--- src/rtl/sagc_regs.svh ---
`ifndef SAGC_REGS_SVH
`define SAGC_REGS_SVH
// register indices on the two-wire control bus
`define SAGC_OFS_ANTICLIP 8'h62
`define SAGC_OFS_PWRLIM 8'h63
`define SAGC_OFS_RAMPFLR 8'h64
// implemented bits of each register
`define SAGC_MASK_ANTICLIP 16'h8f77
`define SAGC_MASK_PWRLIM 16'h9f77
`define SAGC_MASK_RAMPFLR 16'h013f
// reset values
`define SAGC_RST_ANTICLIP 16'h8640
`define SAGC_RST_PWRLIM 16'h8000
`define SAGC_RST_RAMPFLR 16'h0000
// field positions
`define SAGC_BIT_ENABLE 15
`define SAGC_BIT_MEASURE 12
`define SAGC_THR_MSB 11
`define SAGC_THR_LSB 8
`define SAGC_ATK_MSB 6
`define SAGC_ATK_LSB 4
`define SAGC_DCY_MSB 2
`define SAGC_DCY_LSB 0
`define SAGC_BIT_RAMP 8
`define SAGC_FLR_MSB 5
`define SAGC_FLR_LSB 0
// threshold and floor scaling
`define SAGC_THR_BASE_MW 11'h12c
`define SAGC_THR_STEP_MW 11'h032
`define SAGC_FLR_BASE_DB 7'h39
`endif

--- src/rtl/sagc_pkg.sv ---
package sagc_pkg;
    // rates are in units of 0.1 ms per 6 dB
    typedef logic [19:0] sagc_rate_t;
    typedef logic [10:0] sagc_mw_t;
    typedef logic signed [6:0] sagc_db_t;
    typedef logic [2:0] sagc_code3_t;
    typedef enum logic [2:0] {
        SAGC_IDLE,
        SAGC_DEVADDR,
        SAGC_REGADDR,
        SAGC_WR_HI,
        SAGC_WR_LO,
        SAGC_RD_HI,
        SAGC_RD_LO
    } sagc_state_t;
endpackage : sagc_pkg

--- src/rtl/sagc_lut_if.sv ---
`timescale 1ns/1ps
interface sagc_lut_if;
    import sagc_pkg::*;
    sagc_code3_t clip_atk_code;
    sagc_code3_t clip_dcy_code;
    sagc_code3_t pwr_atk_code;
    sagc_code3_t pwr_dcy_code;
    logic [3:0] pwr_thr_code;
    logic [5:0] floor_code;
    sagc_rate_t clip_atk_rate;
    sagc_rate_t clip_dcy_rate;
    sagc_rate_t pwr_atk_rate;
    sagc_rate_t pwr_dcy_rate;
    sagc_mw_t pwr_thr_mw;
    sagc_db_t floor_db;
    modport lut (
        input clip_atk_code, clip_dcy_code, pwr_atk_code, pwr_dcy_code, pwr_thr_code, floor_code,
        output clip_atk_rate, clip_dcy_rate, pwr_atk_rate, pwr_dcy_rate, pwr_thr_mw, floor_db
    );
    modport user (
        output clip_atk_code, clip_dcy_code, pwr_atk_code, pwr_dcy_code, pwr_thr_code, floor_code,
        input clip_atk_rate, clip_dcy_rate, pwr_atk_rate, pwr_dcy_rate, pwr_thr_mw, floor_db
    );
endinterface : sagc_lut_if

--- src/rtl/sagc_rate_lut.sv ---
`timescale 1ns/1ps
`include "sagc_regs.svh"
module sagc_rate_lut (
    sagc_lut_if.lut lut
);
    import sagc_pkg::*;

    // table decode, registered by caller
    always_comb begin
        // RL10: anti-clip attack table
        case (lut.clip_atk_code)
            3'h0: lut.clip_atk_rate = 20'h6;
            3'h1: lut.clip_atk_rate = 20'h36;
            3'h2: lut.clip_atk_rate = 20'h66;
            3'h3: lut.clip_atk_rate = 20'h96;
            3'h4: lut.clip_atk_rate = 20'hc6;
            3'h5: lut.clip_atk_rate = 20'hf6;
            3'h6: lut.clip_atk_rate = 20'h126;
            default: lut.clip_atk_rate = 20'h155;
        endcase
        // RL1: anti-clip decay table
        case (lut.clip_dcy_code)
            3'h0: lut.clip_dcy_rate = 20'h4b0;
            3'h1: lut.clip_dcy_rate = 20'h12c0;
            3'h2: lut.clip_dcy_rate = 20'h2008;
            3'h3: lut.clip_dcy_rate = 20'h2db4;
            3'h4: lut.clip_dcy_rate = 20'h4010;
            3'h5: lut.clip_dcy_rate = 20'h5014;
            3'h6: lut.clip_dcy_rate = 20'h6aa4;
            default: lut.clip_dcy_rate = 20'ha028;
        endcase
        // RL5: power-limit attack table
        case (lut.pwr_atk_code)
            3'h0: lut.pwr_atk_rate = 20'h4b0;
            3'h1: lut.pwr_atk_rate = 20'h12c0;
            3'h2: lut.pwr_atk_rate = 20'h20d0;
            3'h3: lut.pwr_atk_rate = 20'h2ee0;
            3'h4: lut.pwr_atk_rate = 20'h41a0;
            3'h5: lut.pwr_atk_rate = 20'h4fb0;
            3'h6: lut.pwr_atk_rate = 20'h6bd0;
            default: lut.pwr_atk_rate = 20'h9f60;
        endcase
        // RL6: power-limit decay table
        case (lut.pwr_dcy_code)
            3'h0: lut.pwr_dcy_rate = 20'h2a30;
            3'h1: lut.pwr_dcy_rate = 20'h2ee0;
            3'h2: lut.pwr_dcy_rate = 20'h3390;
            3'h3: lut.pwr_dcy_rate = 20'h41a0;
            3'h4: lut.pwr_dcy_rate = 20'h4fb0;
            3'h5: lut.pwr_dcy_rate = 20'h6bd0;
            3'h6: lut.pwr_dcy_rate = 20'h9f60;
            default: lut.pwr_dcy_rate = 20'h13ec0;
        endcase
    end

    // RL11: linear threshold mapping
    assign lut.pwr_thr_mw = `SAGC_THR_BASE_MW + 11'(lut.pwr_thr_code) * `SAGC_THR_STEP_MW;
    // RL8: floor code to dB
    assign lut.floor_db = $signed({1'b0, lut.floor_code}) - $signed(`SAGC_FLR_BASE_DB);
endmodule : sagc_rate_lut

--- src/rtl/speaker_agc_control_regs.sv ---
// Operation
// RL1: anti-clip decay rate from 3-bit field
// RL2: power-limit enable, bit 15, default on
// RL3: bit 12 selects peak or RMS
// RL4: power threshold field bits 11:8
// RL5: power-limit attack rate bits 6:4
// RL6: power-limit decay rate bits 2:0
// RL7: ramp bit: one step per zero-cross
// RL8: gain never below floor field
// RL9: anti-clip enable, bit 15, default on
// RL10: anti-clip attack rate, reset code 100
// RL11: threshold linear, 300mW plus 50mW/step
// RL12: readback last write, unused bits zero
`timescale 1ns/1ps
`include "sagc_regs.svh"
module speaker_agc_control_regs #(
    // bus address, value is arbitrary
    parameter logic [6:0] DEV_ADDR = 7'h3a
) (
    input wire logic CLK,
    input wire logic RESET_N,
    input wire logic CE,
    input wire logic SCL_IN,
    input wire logic SDA_IN,
    output logic SDA_OUT,
    output logic SDA_OE,
    output logic ANTICLIP_ENABLE,
    output logic [3:0] ANTICLIP_THRESHOLD,
    output sagc_pkg::sagc_rate_t ANTICLIP_ATTACK_RATE,
    output sagc_pkg::sagc_rate_t ANTICLIP_DECAY_RATE,
    output logic POWER_LIMIT_ENABLE,
    output logic POWER_MEASURE_SELECT,
    output sagc_pkg::sagc_mw_t POWER_LIMIT_THRESHOLD,
    output sagc_pkg::sagc_rate_t POWER_LIMIT_ATTACK_RATE,
    output sagc_pkg::sagc_rate_t POWER_LIMIT_DECAY_RATE,
    output logic ZERO_CROSS_STEP_SELECT,
    output sagc_pkg::sagc_db_t GAIN_FLOOR
);
    import sagc_pkg::*;

    // register readback, unmapped indices read zero
    function automatic logic [15:0] reg_read(input logic [7:0] idx, input logic [15:0] r0,
                                             input logic [15:0] r1, input logic [15:0] r2);
        if (idx == `SAGC_OFS_ANTICLIP) begin
            reg_read = r0;
        end else if (idx == `SAGC_OFS_PWRLIM) begin
            reg_read = r1;
        end else if (idx == `SAGC_OFS_RAMPFLR) begin
            reg_read = r2;
        end else begin
            reg_read = 16'h0000;
        end
    endfunction : reg_read

    // pin synchronisers, three stages each
    logic [2:0] scl_sync_reg, scl_sync_next;
    logic [2:0] sda_sync_reg, sda_sync_next;
    logic scl_lvl_reg, scl_lvl_next;
    logic sda_lvl_reg, sda_lvl_next;

    always_comb begin
        scl_sync_next = {scl_sync_reg[1:0], SCL_IN};
        sda_sync_next = {sda_sync_reg[1:0], SDA_IN};
        // a change counts once stages two and three agree
        scl_lvl_next = (scl_sync_reg[1] == scl_sync_reg[2]) ? scl_sync_reg[2] : scl_lvl_reg;
        sda_lvl_next = (sda_sync_reg[1] == sda_sync_reg[2]) ? sda_sync_reg[2] : sda_lvl_reg;
    end

    always_ff @(posedge CLK) begin
        if (!RESET_N) begin
            scl_sync_reg <= 3'h7;
            sda_sync_reg <= 3'h7;
            scl_lvl_reg <= 1'b1;
            sda_lvl_reg <= 1'b1;
        end else if (CE) begin
            scl_sync_reg <= scl_sync_next;
            sda_sync_reg <= sda_sync_next;
            scl_lvl_reg <= scl_lvl_next;
            sda_lvl_reg <= sda_lvl_next;
        end
    end

    // bus events from filtered levels
    logic scl_rise, scl_fall, bus_start, bus_stop;
    assign scl_rise = scl_lvl_next & ~scl_lvl_reg;
    assign scl_fall = ~scl_lvl_next & scl_lvl_reg;
    assign bus_start = scl_lvl_reg & scl_lvl_next & sda_lvl_reg & ~sda_lvl_next;
    assign bus_stop = scl_lvl_reg & scl_lvl_next & ~sda_lvl_reg & sda_lvl_next;

    // protocol engine and register bank
    sagc_state_t st_reg, st_next;
    logic [3:0] bitcnt_reg, bitcnt_next;
    logic [7:0] shift_reg, shift_next;
    logic [7:0] tx_reg, tx_next;
    logic [7:0] idx_reg, idx_next;
    logic [7:0] hi_reg, hi_next;
    logic sack_reg, sack_next;
    logic mack_reg, mack_next;
    logic oe_reg, oe_next;
    logic [15:0] anticlip_reg, anticlip_next;
    logic [15:0] pwrlim_reg, pwrlim_next;
    logic [15:0] rampflr_reg, rampflr_next;
    logic [15:0] rd_word;

    assign rd_word = reg_read(idx_reg, anticlip_reg, pwrlim_reg, rampflr_reg);

    always_comb begin
        st_next = st_reg;
        bitcnt_next = bitcnt_reg;
        shift_next = shift_reg;
        tx_next = tx_reg;
        idx_next = idx_reg;
        hi_next = hi_reg;
        sack_next = sack_reg;
        mack_next = mack_reg;
        oe_next = oe_reg;
        anticlip_next = anticlip_reg;
        pwrlim_next = pwrlim_reg;
        rampflr_next = rampflr_reg;
        if (bus_stop) begin
            st_next = SAGC_IDLE;
            oe_next = 1'b0;
            sack_next = 1'b0;
            mack_next = 1'b0;
        end else if (bus_start) begin
            // repeated start keeps the register index
            st_next = SAGC_DEVADDR;
            bitcnt_next = 4'h0;
            oe_next = 1'b0;
            sack_next = 1'b0;
            mack_next = 1'b0;
        end else if (st_reg != SAGC_IDLE) begin
            if (scl_rise) begin
                if (mack_reg) begin
                    // master nack ends the read
                    if (sda_lvl_next) begin
                        st_next = SAGC_IDLE;
                    end
                end else if (!sack_reg) begin
                    shift_next = {shift_reg[6:0], sda_lvl_next};
                    bitcnt_next = bitcnt_reg + 4'h1;
                end
            end else if (scl_fall) begin
                if (sack_reg || mack_reg) begin
                    sack_next = 1'b0;
                    mack_next = 1'b0;
                    bitcnt_next = 4'h0;
                    oe_next = 1'b0;
                    if (st_reg == SAGC_RD_HI || st_reg == SAGC_RD_LO) begin
                        if (mack_reg) begin
                            st_next = (st_reg == SAGC_RD_HI) ? SAGC_RD_LO : SAGC_RD_HI;
                            tx_next = (st_reg == SAGC_RD_HI) ? rd_word[7:0] : rd_word[15:8];
                            oe_next = (st_reg == SAGC_RD_HI) ? ~rd_word[7] : ~rd_word[15];
                        end else begin
                            oe_next = ~tx_reg[7];
                        end
                    end
                end else if (st_reg == SAGC_RD_HI || st_reg == SAGC_RD_LO) begin
                    if (bitcnt_reg == 4'h8) begin
                        oe_next = 1'b0;
                        mack_next = 1'b1;
                    end else begin
                        tx_next = {tx_reg[6:0], 1'b0};
                        oe_next = ~tx_reg[6];
                    end
                end else if (bitcnt_reg == 4'h8) begin
                    sack_next = 1'b1;
                    oe_next = 1'b1;
                    case (st_reg)
                        SAGC_DEVADDR: begin
                            if (shift_reg[7:1] == DEV_ADDR) begin
                                st_next = shift_reg[0] ? SAGC_RD_HI : SAGC_REGADDR;
                                tx_next = rd_word[15:8];
                            end else begin
                                st_next = SAGC_IDLE;
                                sack_next = 1'b0;
                                oe_next = 1'b0;
                            end
                        end
                        SAGC_REGADDR: begin
                            idx_next = shift_reg;
                            st_next = SAGC_WR_HI;
                        end
                        SAGC_WR_HI: begin
                            hi_next = shift_reg;
                            st_next = SAGC_WR_LO;
                        end
                        SAGC_WR_LO: begin
                            st_next = SAGC_WR_HI;
                            // RL12: masked store, unused bits zero
                            if (idx_reg == `SAGC_OFS_ANTICLIP) begin
                                anticlip_next = {hi_reg, shift_reg} & `SAGC_MASK_ANTICLIP;
                            end else if (idx_reg == `SAGC_OFS_PWRLIM) begin
                                pwrlim_next = {hi_reg, shift_reg} & `SAGC_MASK_PWRLIM;
                            end else if (idx_reg == `SAGC_OFS_RAMPFLR) begin
                                rampflr_next = {hi_reg, shift_reg} & `SAGC_MASK_RAMPFLR;
                            end
                        end
                        default: begin
                            st_next = SAGC_IDLE;
                        end
                    endcase
                end
            end
        end
    end

    always_ff @(posedge CLK) begin
        if (!RESET_N) begin
            st_reg <= SAGC_IDLE;
            bitcnt_reg <= 4'h0;
            shift_reg <= 8'h00;
            tx_reg <= 8'h00;
            idx_reg <= 8'h00;
            hi_reg <= 8'h00;
            sack_reg <= 1'b0;
            mack_reg <= 1'b0;
            oe_reg <= 1'b0;
            // RL9: anti-clip on, RL10: attack code 100
            anticlip_reg <= `SAGC_RST_ANTICLIP;
            // RL2: power limit on after reset
            pwrlim_reg <= `SAGC_RST_PWRLIM;
            rampflr_reg <= `SAGC_RST_RAMPFLR;
        end else if (CE) begin
            st_reg <= st_next;
            bitcnt_reg <= bitcnt_next;
            shift_reg <= shift_next;
            tx_reg <= tx_next;
            idx_reg <= idx_next;
            hi_reg <= hi_next;
            sack_reg <= sack_next;
            mack_reg <= mack_next;
            oe_reg <= oe_next;
            anticlip_reg <= anticlip_next;
            pwrlim_reg <= pwrlim_next;
            rampflr_reg <= rampflr_next;
        end
    end

    // open drain: only ever drives low
    assign SDA_OUT = 1'b0;
    assign SDA_OE = oe_reg;

    // field codes to the tables
    sagc_lut_if lut_bus ();
    assign lut_bus.clip_atk_code = anticlip_reg[`SAGC_ATK_MSB:`SAGC_ATK_LSB];
    assign lut_bus.clip_dcy_code = anticlip_reg[`SAGC_DCY_MSB:`SAGC_DCY_LSB];
    assign lut_bus.pwr_atk_code = pwrlim_reg[`SAGC_ATK_MSB:`SAGC_ATK_LSB];
    assign lut_bus.pwr_dcy_code = pwrlim_reg[`SAGC_DCY_MSB:`SAGC_DCY_LSB];
    assign lut_bus.pwr_thr_code = pwrlim_reg[`SAGC_THR_MSB:`SAGC_THR_LSB];
    assign lut_bus.floor_code = rampflr_reg[`SAGC_FLR_MSB:`SAGC_FLR_LSB];

    sagc_rate_lut u_lut (
        .lut(lut_bus.lut)
    );

    // decoded controls, one cycle behind
    logic ac_en_next, pl_en_next, meas_next, ramp_next;
    logic [3:0] ac_thr_next;
    always_comb begin
        // RL9: anti-clip enable
        ac_en_next = anticlip_reg[`SAGC_BIT_ENABLE];
        ac_thr_next = anticlip_reg[`SAGC_THR_MSB:`SAGC_THR_LSB];
        // RL2: power limit enable
        pl_en_next = pwrlim_reg[`SAGC_BIT_ENABLE];
        // RL3: peak or rms measure
        meas_next = pwrlim_reg[`SAGC_BIT_MEASURE];
        // RL7: single step per zero-cross
        ramp_next = rampflr_reg[`SAGC_BIT_RAMP];
    end

    always_ff @(posedge CLK) begin
        if (!RESET_N) begin
            ANTICLIP_ENABLE <= 1'b1;
            ANTICLIP_THRESHOLD <= 4'h6;
            ANTICLIP_ATTACK_RATE <= 20'hc6;
            ANTICLIP_DECAY_RATE <= 20'h4b0;
            POWER_LIMIT_ENABLE <= 1'b1;
            POWER_MEASURE_SELECT <= 1'b0;
            POWER_LIMIT_THRESHOLD <= `SAGC_THR_BASE_MW;
            POWER_LIMIT_ATTACK_RATE <= 20'h4b0;
            POWER_LIMIT_DECAY_RATE <= 20'h2a30;
            ZERO_CROSS_STEP_SELECT <= 1'b0;
            GAIN_FLOOR <= -$signed(`SAGC_FLR_BASE_DB);
        end else if (CE) begin
            ANTICLIP_ENABLE <= ac_en_next;
            ANTICLIP_THRESHOLD <= ac_thr_next;
            // RL10: attack rate decode
            ANTICLIP_ATTACK_RATE <= lut_bus.clip_atk_rate;
            // RL1: decay rate decode
            ANTICLIP_DECAY_RATE <= lut_bus.clip_dcy_rate;
            POWER_LIMIT_ENABLE <= pl_en_next;
            POWER_MEASURE_SELECT <= meas_next;
            // RL4: threshold in mW
            POWER_LIMIT_THRESHOLD <= lut_bus.pwr_thr_mw;
            // RL5: attack rate decode
            POWER_LIMIT_ATTACK_RATE <= lut_bus.pwr_atk_rate;
            // RL6: decay rate decode
            POWER_LIMIT_DECAY_RATE <= lut_bus.pwr_dcy_rate;
            ZERO_CROSS_STEP_SELECT <= ramp_next;
            // RL8: floor the engine clamps to
            GAIN_FLOOR <= lut_bus.floor_db;
        end
    end
endmodule : speaker_agc_control_regs

--- config.mk ---
export PLATFORM = sky130hd
export DESIGN_NAME = speaker_agc_control_regs
export DESIGN_NICKNAME = d
export VERILOG_FILES = /design/src/rtl/sagc_pkg.sv /design/src/rtl/sagc_lut_if.sv /design/src/rtl/sagc_rate_lut.sv /design/src/rtl/speaker_agc_control_regs.sv
export VERILOG_INCLUDE_DIRS = /design/src /design/src/rtl
export SDC_FILE = /design/constraint.sdc
export NUM_CORES = 1
export LEC_CHECK = 0
export ABC_CLOCK_PERIOD_IN_PS = 2800
export BUFFER_PORTS_ARGS = -buffer_cell sky130_fd_sc_hd__buf_4
export CORE_MARGIN = 2
export CORE_UTILIZATION = 53
export CTS_CLUSTER_SIZE = 25
export DETAILED_ROUTE_END_ITERATION = 6
export GPL_ROUTABILITY_DRIVEN = 0
export PLACE_DENSITY = 0.82
export SLEW_MARGIN = 5
export SYNTH_ARGS = -nofsm -noshare
export SYNTH_HDL_FRONTEND = slang
export SYNTH_HIERARCHICAL = 1
export SYNTH_SLANG_ARGS = --single-unit
--- constraint.sdc ---
create_clock -name CLK -period 2.8 [get_ports CLK]
set_input_delay 0.14 -clock CLK [delete_from_list [all_inputs] [get_ports CLK]]
set_output_delay 0.14 -clock CLK [all_outputs]
set_load 0.05 [all_outputs]
==> impl_metrics.py, run 1 <==
metrics = {
    "clock_network": {
        "clk_latency_ns": 0.43,
        "cts.sinks": 184,
        "root_buffer": "clkbuf_16",
        "h-tree-depth": 4,
        "post_cts_buffers": 0,
        "cts_tree": "done",
        "cts_made_buffers": 17,
        "clk_pin_slew_worst_paths_ns": 0.07,
        "cts_buffer_depth": 2,
    },
    "grt": {
        "grt_usage_pct": 22.1,
        "grt_pass1_wl_mm": 31.7,
        "grt_max_degree": 117,
        "antenna_found_initial": 0,
        "grt_pass1_vias": 6397,
        "grt_overflow_total": 0,
    },
    "synth": {
        "synth-seq-cells": 184,
        "async_flop_share_pct": 0,
        "synthDistinctLibCells": 75,
        "synth_edf_count": 0,
        "yosys_warnings": 6,
        "syn_avg_cell_area_sq_um": 9.23,
        "seq_area_frac_synth_pct": 42.8,
        "synth_top_flop_cell": "dfxtp_1",
        "netlist_instances": 933,
        "synth_area_sq_um": 8610,
    },
    "die": {
        "num_rows": 46,
        "die_w_um": 131,
        "fp.dieH_um": 131,
        "core_sq_um": 15900,
        "die-area_sq_um": 17300,
        "io_pins": 113,
        "start_util_pct": 54.2,
    },
    "setup_path": {
        "end_kind": "flip-flop",
        "crit_family": "simple AND/OR/NAND/NOR gates",
        "crit_path_max_fanout": 11,
        "start_kind": "flip-flop",
        "r2r_start": "scl_lvl_reg$_SDFFE_PN1P_",
        "required_ns": 3.18,
        "slowest_stage": "nor4b_1",
        "arrival_ns": 3.05,
        "crit_chain": "maj3_1, ha_1, or3_1, a211o_1, a31oi_1, nor4b_1, a22o_1",
        "startpoint": "scl_lvl_reg$_SDFFE_PN1P_",
        "critPathKind": "reg -> reg",
        "max_stage_delay_ns": 0.49,
        "crit_buf_inv": 0,
    },
    "drt": {
        "wire_per_inst_um": 15.5,
        "first_pass_iters": 6,
        "via_per_inst": 5.42,
        "drt_first_iter_violations": 540,
        "dr_total_vias": 6769,
        "drc": 0,
        "wirelength_mm": 19.3,
        "drtAntennaViolNets": 0,
    },
    "sta": {
        "grt_setup_unrepaired": "false",
        "worst_pin_slew_ns": 0.875,
        "period_needed_ns": 2.67,
        "slew_viol_final": 0,
        "setup_slack_ns": 0.127,
        "setup_tns_ns": 0,
        "fmax_mhz": 374,
        "fin_worst_skew_ns": 0.00941,
        "fin_crit_sh_pct": 95.5,
        "slew_headroom_pct": 41.6,
        "finalSetupViolations": 0,
        "finalHoldViolations": 0,
    },
    "cells_and_area": {
        "final_common_cell": "dfxtp_1",
        "antennaDiodeCount": 0,
        "nNetsFinal": 1041,
        "area_delta_synth_final_pct": 17.7,
        "fill_cells": 1292,
        "stdcell_count": 1248,
        "multiInputGateArea_sq_um": 4450,
        "final_cell_mix": "184 x dfxtp_1, 167 x mux2i_1, 128 x buf_4",
        "regArea_sq_um": 3680,
        "drive_above_1_share_pct": 17.7,
    },
    "pwr": {
        "leakagePower_nw": 4.48,
        "total_power_mw": 5.63,
        "clkPwrFrac_pct": 46.3,
        "ir_drop_mv": 0.460,
        "power_density_nw_per_um2": 556,
        "pwr-share-seq_pct": 47.4,
        "p_sw_share_pct": 24.0,
        "p_comb_share_pct": 6.2,
        "p_sw_mw": 1.35,
        "p_int_mw": 4.28,
    },
    "worst_hold_path": {
        "worstHoldStart": "RESET_N",
        "min-delay-path-class": "in -> reg",
    },
    "placement": {
        "dpl.hpwl_mm": 12.9,
        "numPortBuffers": 111,
        "place_inst": 1214,
        "place_ws_ns": 0.133,
    },
    "status": {
        "status": "finished clean",
    },
    "run": {
        "timing.max_cap.violations": 0,
    },
}
-- power groups by stage --
stage                     Sequential, mW  Clock [mW]  Combinational [mW]
after floorplan                     2.83           0               0.198
after global placement              2.73           0               0.344
after detailed placement            2.73           0               0.349
after CTS                           2.67        2.65               0.352
after global routing                2.67        2.76               0.374
final                               2.67        2.61               0.351
-- worst min-delay path: cells and delay by family --
kind	cells	cell delay, ns
buffers and inverters	2	0.26
and+or+nand+nor	1	0.14
-- metal layers --
metal  track usage [%]  part of all wire (%)  wire [um]
met5                 0                     0          0
met4              6.40                   1.7        329
met3              4.63                   6.1       1190
met2              36.8                    48       9280
met1              29.0                    44       8490
-- path summary, 6_finish.rpt --
| check | end | slack (ns) | depth (start not counted) |
|---|---|---|---|
| worst min register to register | SDA_OE$_SDFFE_PN0P_ | 0.47 | 2 |
| worst max-delay path | st_reg[2]$_SDFFE_PN0P_ | 0.13 | 7 |
| worst min-delay path | anticlip_reg[8]$_SDFFE_PN0P_ | 0.15 | 3 |
| worst max register to register | st_reg[2]$_SDFFE_PN0P_ | 0.13 | 7 |
-- kinds of logic after synthesis --
family,Yosys count,share of synthesized area [%]
buf+inv,119,7.06
mux,171,19.9
compound gates,95,7.57
fa+ha+maj,20,2.91
other cells,3,0.131
flops,184,42.8
xor+xnor,25,2.54
simple gates,316,17.0
-- area by class of cell --
cell class                      count  area share, %
Tap cell                          216           2.67
Multi-Input combinational cell    663           43.9
Timing Repair Buffer              132           9.99
Sequential cell                   184           36.4
Inverter                           21          0.778
Clock inverter                     15           2.14
Clock buffer                       17           4.20
-- cells in the mapped netlist, drive strengths merged (11+ instances only) --
master | n | area, sq um
dfxtp | 184 | 3680
mux2i | 167 | 1670
nor2 | 121 | 454
nand2 | 107 | 402
buf | 57 | 375
clkbuf | 41 | 154
inv | 20 | 75.1
o21ai | 19 | 95.1
a21oi | 18 | 90.1
ha | 16 | 200
nand3 | 15 | 80.1
xnor2 | 14 | 123
nand2b | 12 | 82.6
xor2 | 11 | 96.3
-- stage by stage --
step | utilization [%] | hold slack (ns) | cell area, sq um
after floorplan | - | 0.268 | 8730
after global placement | 59.6 | 0.354 | 9470
after detailed placement | 59.6 | 0.366 | 9470
after CTS | 63.8 | 0.140 | 10100
after global routing | 63.8 | 0.171 | 10100
final | 63.8 | 0.145 | 10100
-- timing repair --
action,CTS,global route
setup endpoints to repair,0,2
gates resized for setup,0,0
endpoints found under the hold margin,2,0
hold buffers,2,0
Power figures use the tool's default switching activity.
==> run 2: changes to the inputs <==
==> constraint.sdc (replaced) <==
create_clock -name CLK -period 2.8 [get_ports CLK]
set_input_delay 0 -clock CLK [delete_from_list [all_inputs] [get_ports CLK]]
set_output_delay 0 -clock CLK [all_outputs]
set_load 0.05 [all_outputs]
==> impl_metrics.py, run 2 (same netlist as run 1, synthesis figures left out) <==
metrics = {
    "die": {
        "start_util_pct": 54.2,
        "die_w_um": 131,
        "die-area_sq_um": 17300,
        "fp.dieH_um": 131,
        "core_sq_um": 15900,
        "io_pins": 113,
        "num_rows": 46,
    },
    "sta": {
        "fmax_mhz": 395,
        "slew_viol_final": 0,
        "period_needed_ns": 2.53,
        "setup_slack_ns": 0.270,
        "fin_worst_skew_ns": 0.00573,
        "fin_crit_sh_pct": 90.4,
        "finalHoldViolations": 0,
        "worst_pin_slew_ns": 1.02,
        "grt_setup_unrepaired": "false",
        "slew_headroom_pct": 32.0,
        "finalSetupViolations": 0,
        "setup_tns_ns": 0,
    },
    "cells_and_area": {
        "area_delta_synth_final_pct": 17.5,
        "final_cell_mix": "184 x dfxtp_1, 167 x mux2i_1, 131 x buf_4",
        "multiInputGateArea_sq_um": 4460,
        "nNetsFinal": 1045,
        "drive_above_1_share_pct": 17.7,
        "design_area_sq_um": 10100,
        "fill_cells": 1330,
        "regArea_sq_um": 3680,
        "antennaDiodeCount": 0,
        "final_common_cell": "dfxtp_1",
    },
    "setup_path": {
        "end_kind": "flip-flop",
        "crit_path_max_fanout": 6,
        "worstRegToRegCells": 7,
        "start_kind": "flip-flop",
        "r2r_start": "scl_lvl_reg$_SDFFE_PN1P_",
        "arrival_ns": 2.84,
        "critPathKind": "reg -> reg",
        "startpoint": "scl_lvl_reg$_SDFFE_PN1P_",
        "required_ns": 3.11,
    },
    "drt": {
        "wire_per_inst_um": 15.3,
        "wirelength_mm": 19.2,
        "via_per_inst": 5.43,
        "drt_first_iter_violations": 572,
        "drc": 0,
        "first_pass_iters": 5,
        "dr_total_vias": 6787,
        "drtAntennaViolNets": 0,
    },
    "run": {
        "timing.max_cap.violations": 0,
    },
    "pwr": {
        "power_density_nw_per_um2": 538,
        "ir_drop_mv": 0.512,
        "p_int_mw": 4.19,
        "total_power_mw": 5.44,
        "pwr-share-seq_pct": 49.1,
        "p_comb_share_pct": 6.5,
        "p_sw_share_pct": 22.9,
        "leakagePower_nw": 4.47,
        "p_sw_mw": 1.25,
        "clkPwrFrac_pct": 44.4,
    },
    "clock_network": {
        "clk_pin_slew_worst_paths_ns": 0.06,
        "cts_buffer_depth": 2,
        "cts.sinks": 184,
        "root_buffer": "clkbuf_16",
        "cts_tree": "done",
        "h-tree-depth": 4,
        "clk_latency_ns": 0.43,
        "cts_made_buffers": 17,
    },
    "grt": {
        "antenna_found_initial": 0,
        "grt_pass1_vias": 6364,
        "grt_usage_pct": 22.0,
        "grt_overflow_total": 0,
        "grt_pass1_wl_mm": 31.5,
        "grt_max_degree": 62,
    },
    "status": {
        "status": "finished clean",
    },
    "worst_hold_path": {
        "worstHoldStart": "CE",
        "min-delay-path-class": "in -> reg",
        "hold-path-cell-count": 4,
    },
    "placement": {
        "place_ws_ns": 0.0696,
        "placed_area_sq_um": 9470,
        "numPortBuffers": 111,
        "dpl.hpwl_mm": 13.0,
    },
}
## run 2: power by group through the flow
stage               Clock, mW  Combinational (mW)  Sequential, mW
floorplan                   0               0.198            2.83
global placement            0               0.345            2.73
detailed placement          0               0.349            2.73
CTS                      2.45               0.353            2.67
global route             2.57               0.375            2.67
finish                   2.41               0.351            2.67
## run 2: per-layer routing
metal / track usage, % / up-vias / wire length [um]
met5: 0 / - / 0
met4: 8.21 / 0 / 510
met3: 4.67 / 52 / 1260
met2: 35.3 / 250 / 8760
met1: 29.2 / 3176 / 8630
li1: - / 3309 / -
## run 2: what timing repair did
action	CTS	global route
setup buffers	0	1
setup endpoints to repair	0	18
hold buffers	3	0
resized for setup	0	2
endpoints found under the hold margin	13	0
## run 2: through the flow
step           std cells  hold slack, ns  util (%)
2_1_floorplan        966           0.128         -
5_1_grt             1250          0.0602      63.7
3_3_place_gp        1215           0.215      59.6
4_1_cts             1248          0.0396      63.5
3_5_place_dp        1215           0.230      59.6
6_report            1250          0.0588      63.7
## run 2: area by class of cell
type                            count  area share (%)
Sequential cell                   184            36.4
Timing Repair Buffer              135            10.1
Clock buffer                       24            4.96
Multi-Input combinational cell    664            44.1
Clock inverter                      6           0.879
Inverter                           21           0.780
Tap cell                          216            2.67
## run 2: final timing paths
check | to | slack [ns]
worst max register to register | pwrlim_reg[9]$_SDFFE_PN0P_ | 0.27
worst max-delay path | pwrlim_reg[9]$_SDFFE_PN0P_ | 0.27
worst min register to register | SDA_OE$_SDFFE_PN0P_ | 0.47
worst min-delay path | st_reg[1]$_SDFFE_PN0P_ | 0.06
## run 2: worst max-delay path, stage by stage (launching register included)
cell and delay [ns]:
dfxtp_1 0.35, maj3_1 0.42, ha_1 0.22, nand4b_1 0.16
nand3_2 0.13, or3_4 0.45, or4_4 0.53, mux2i_1 0.16
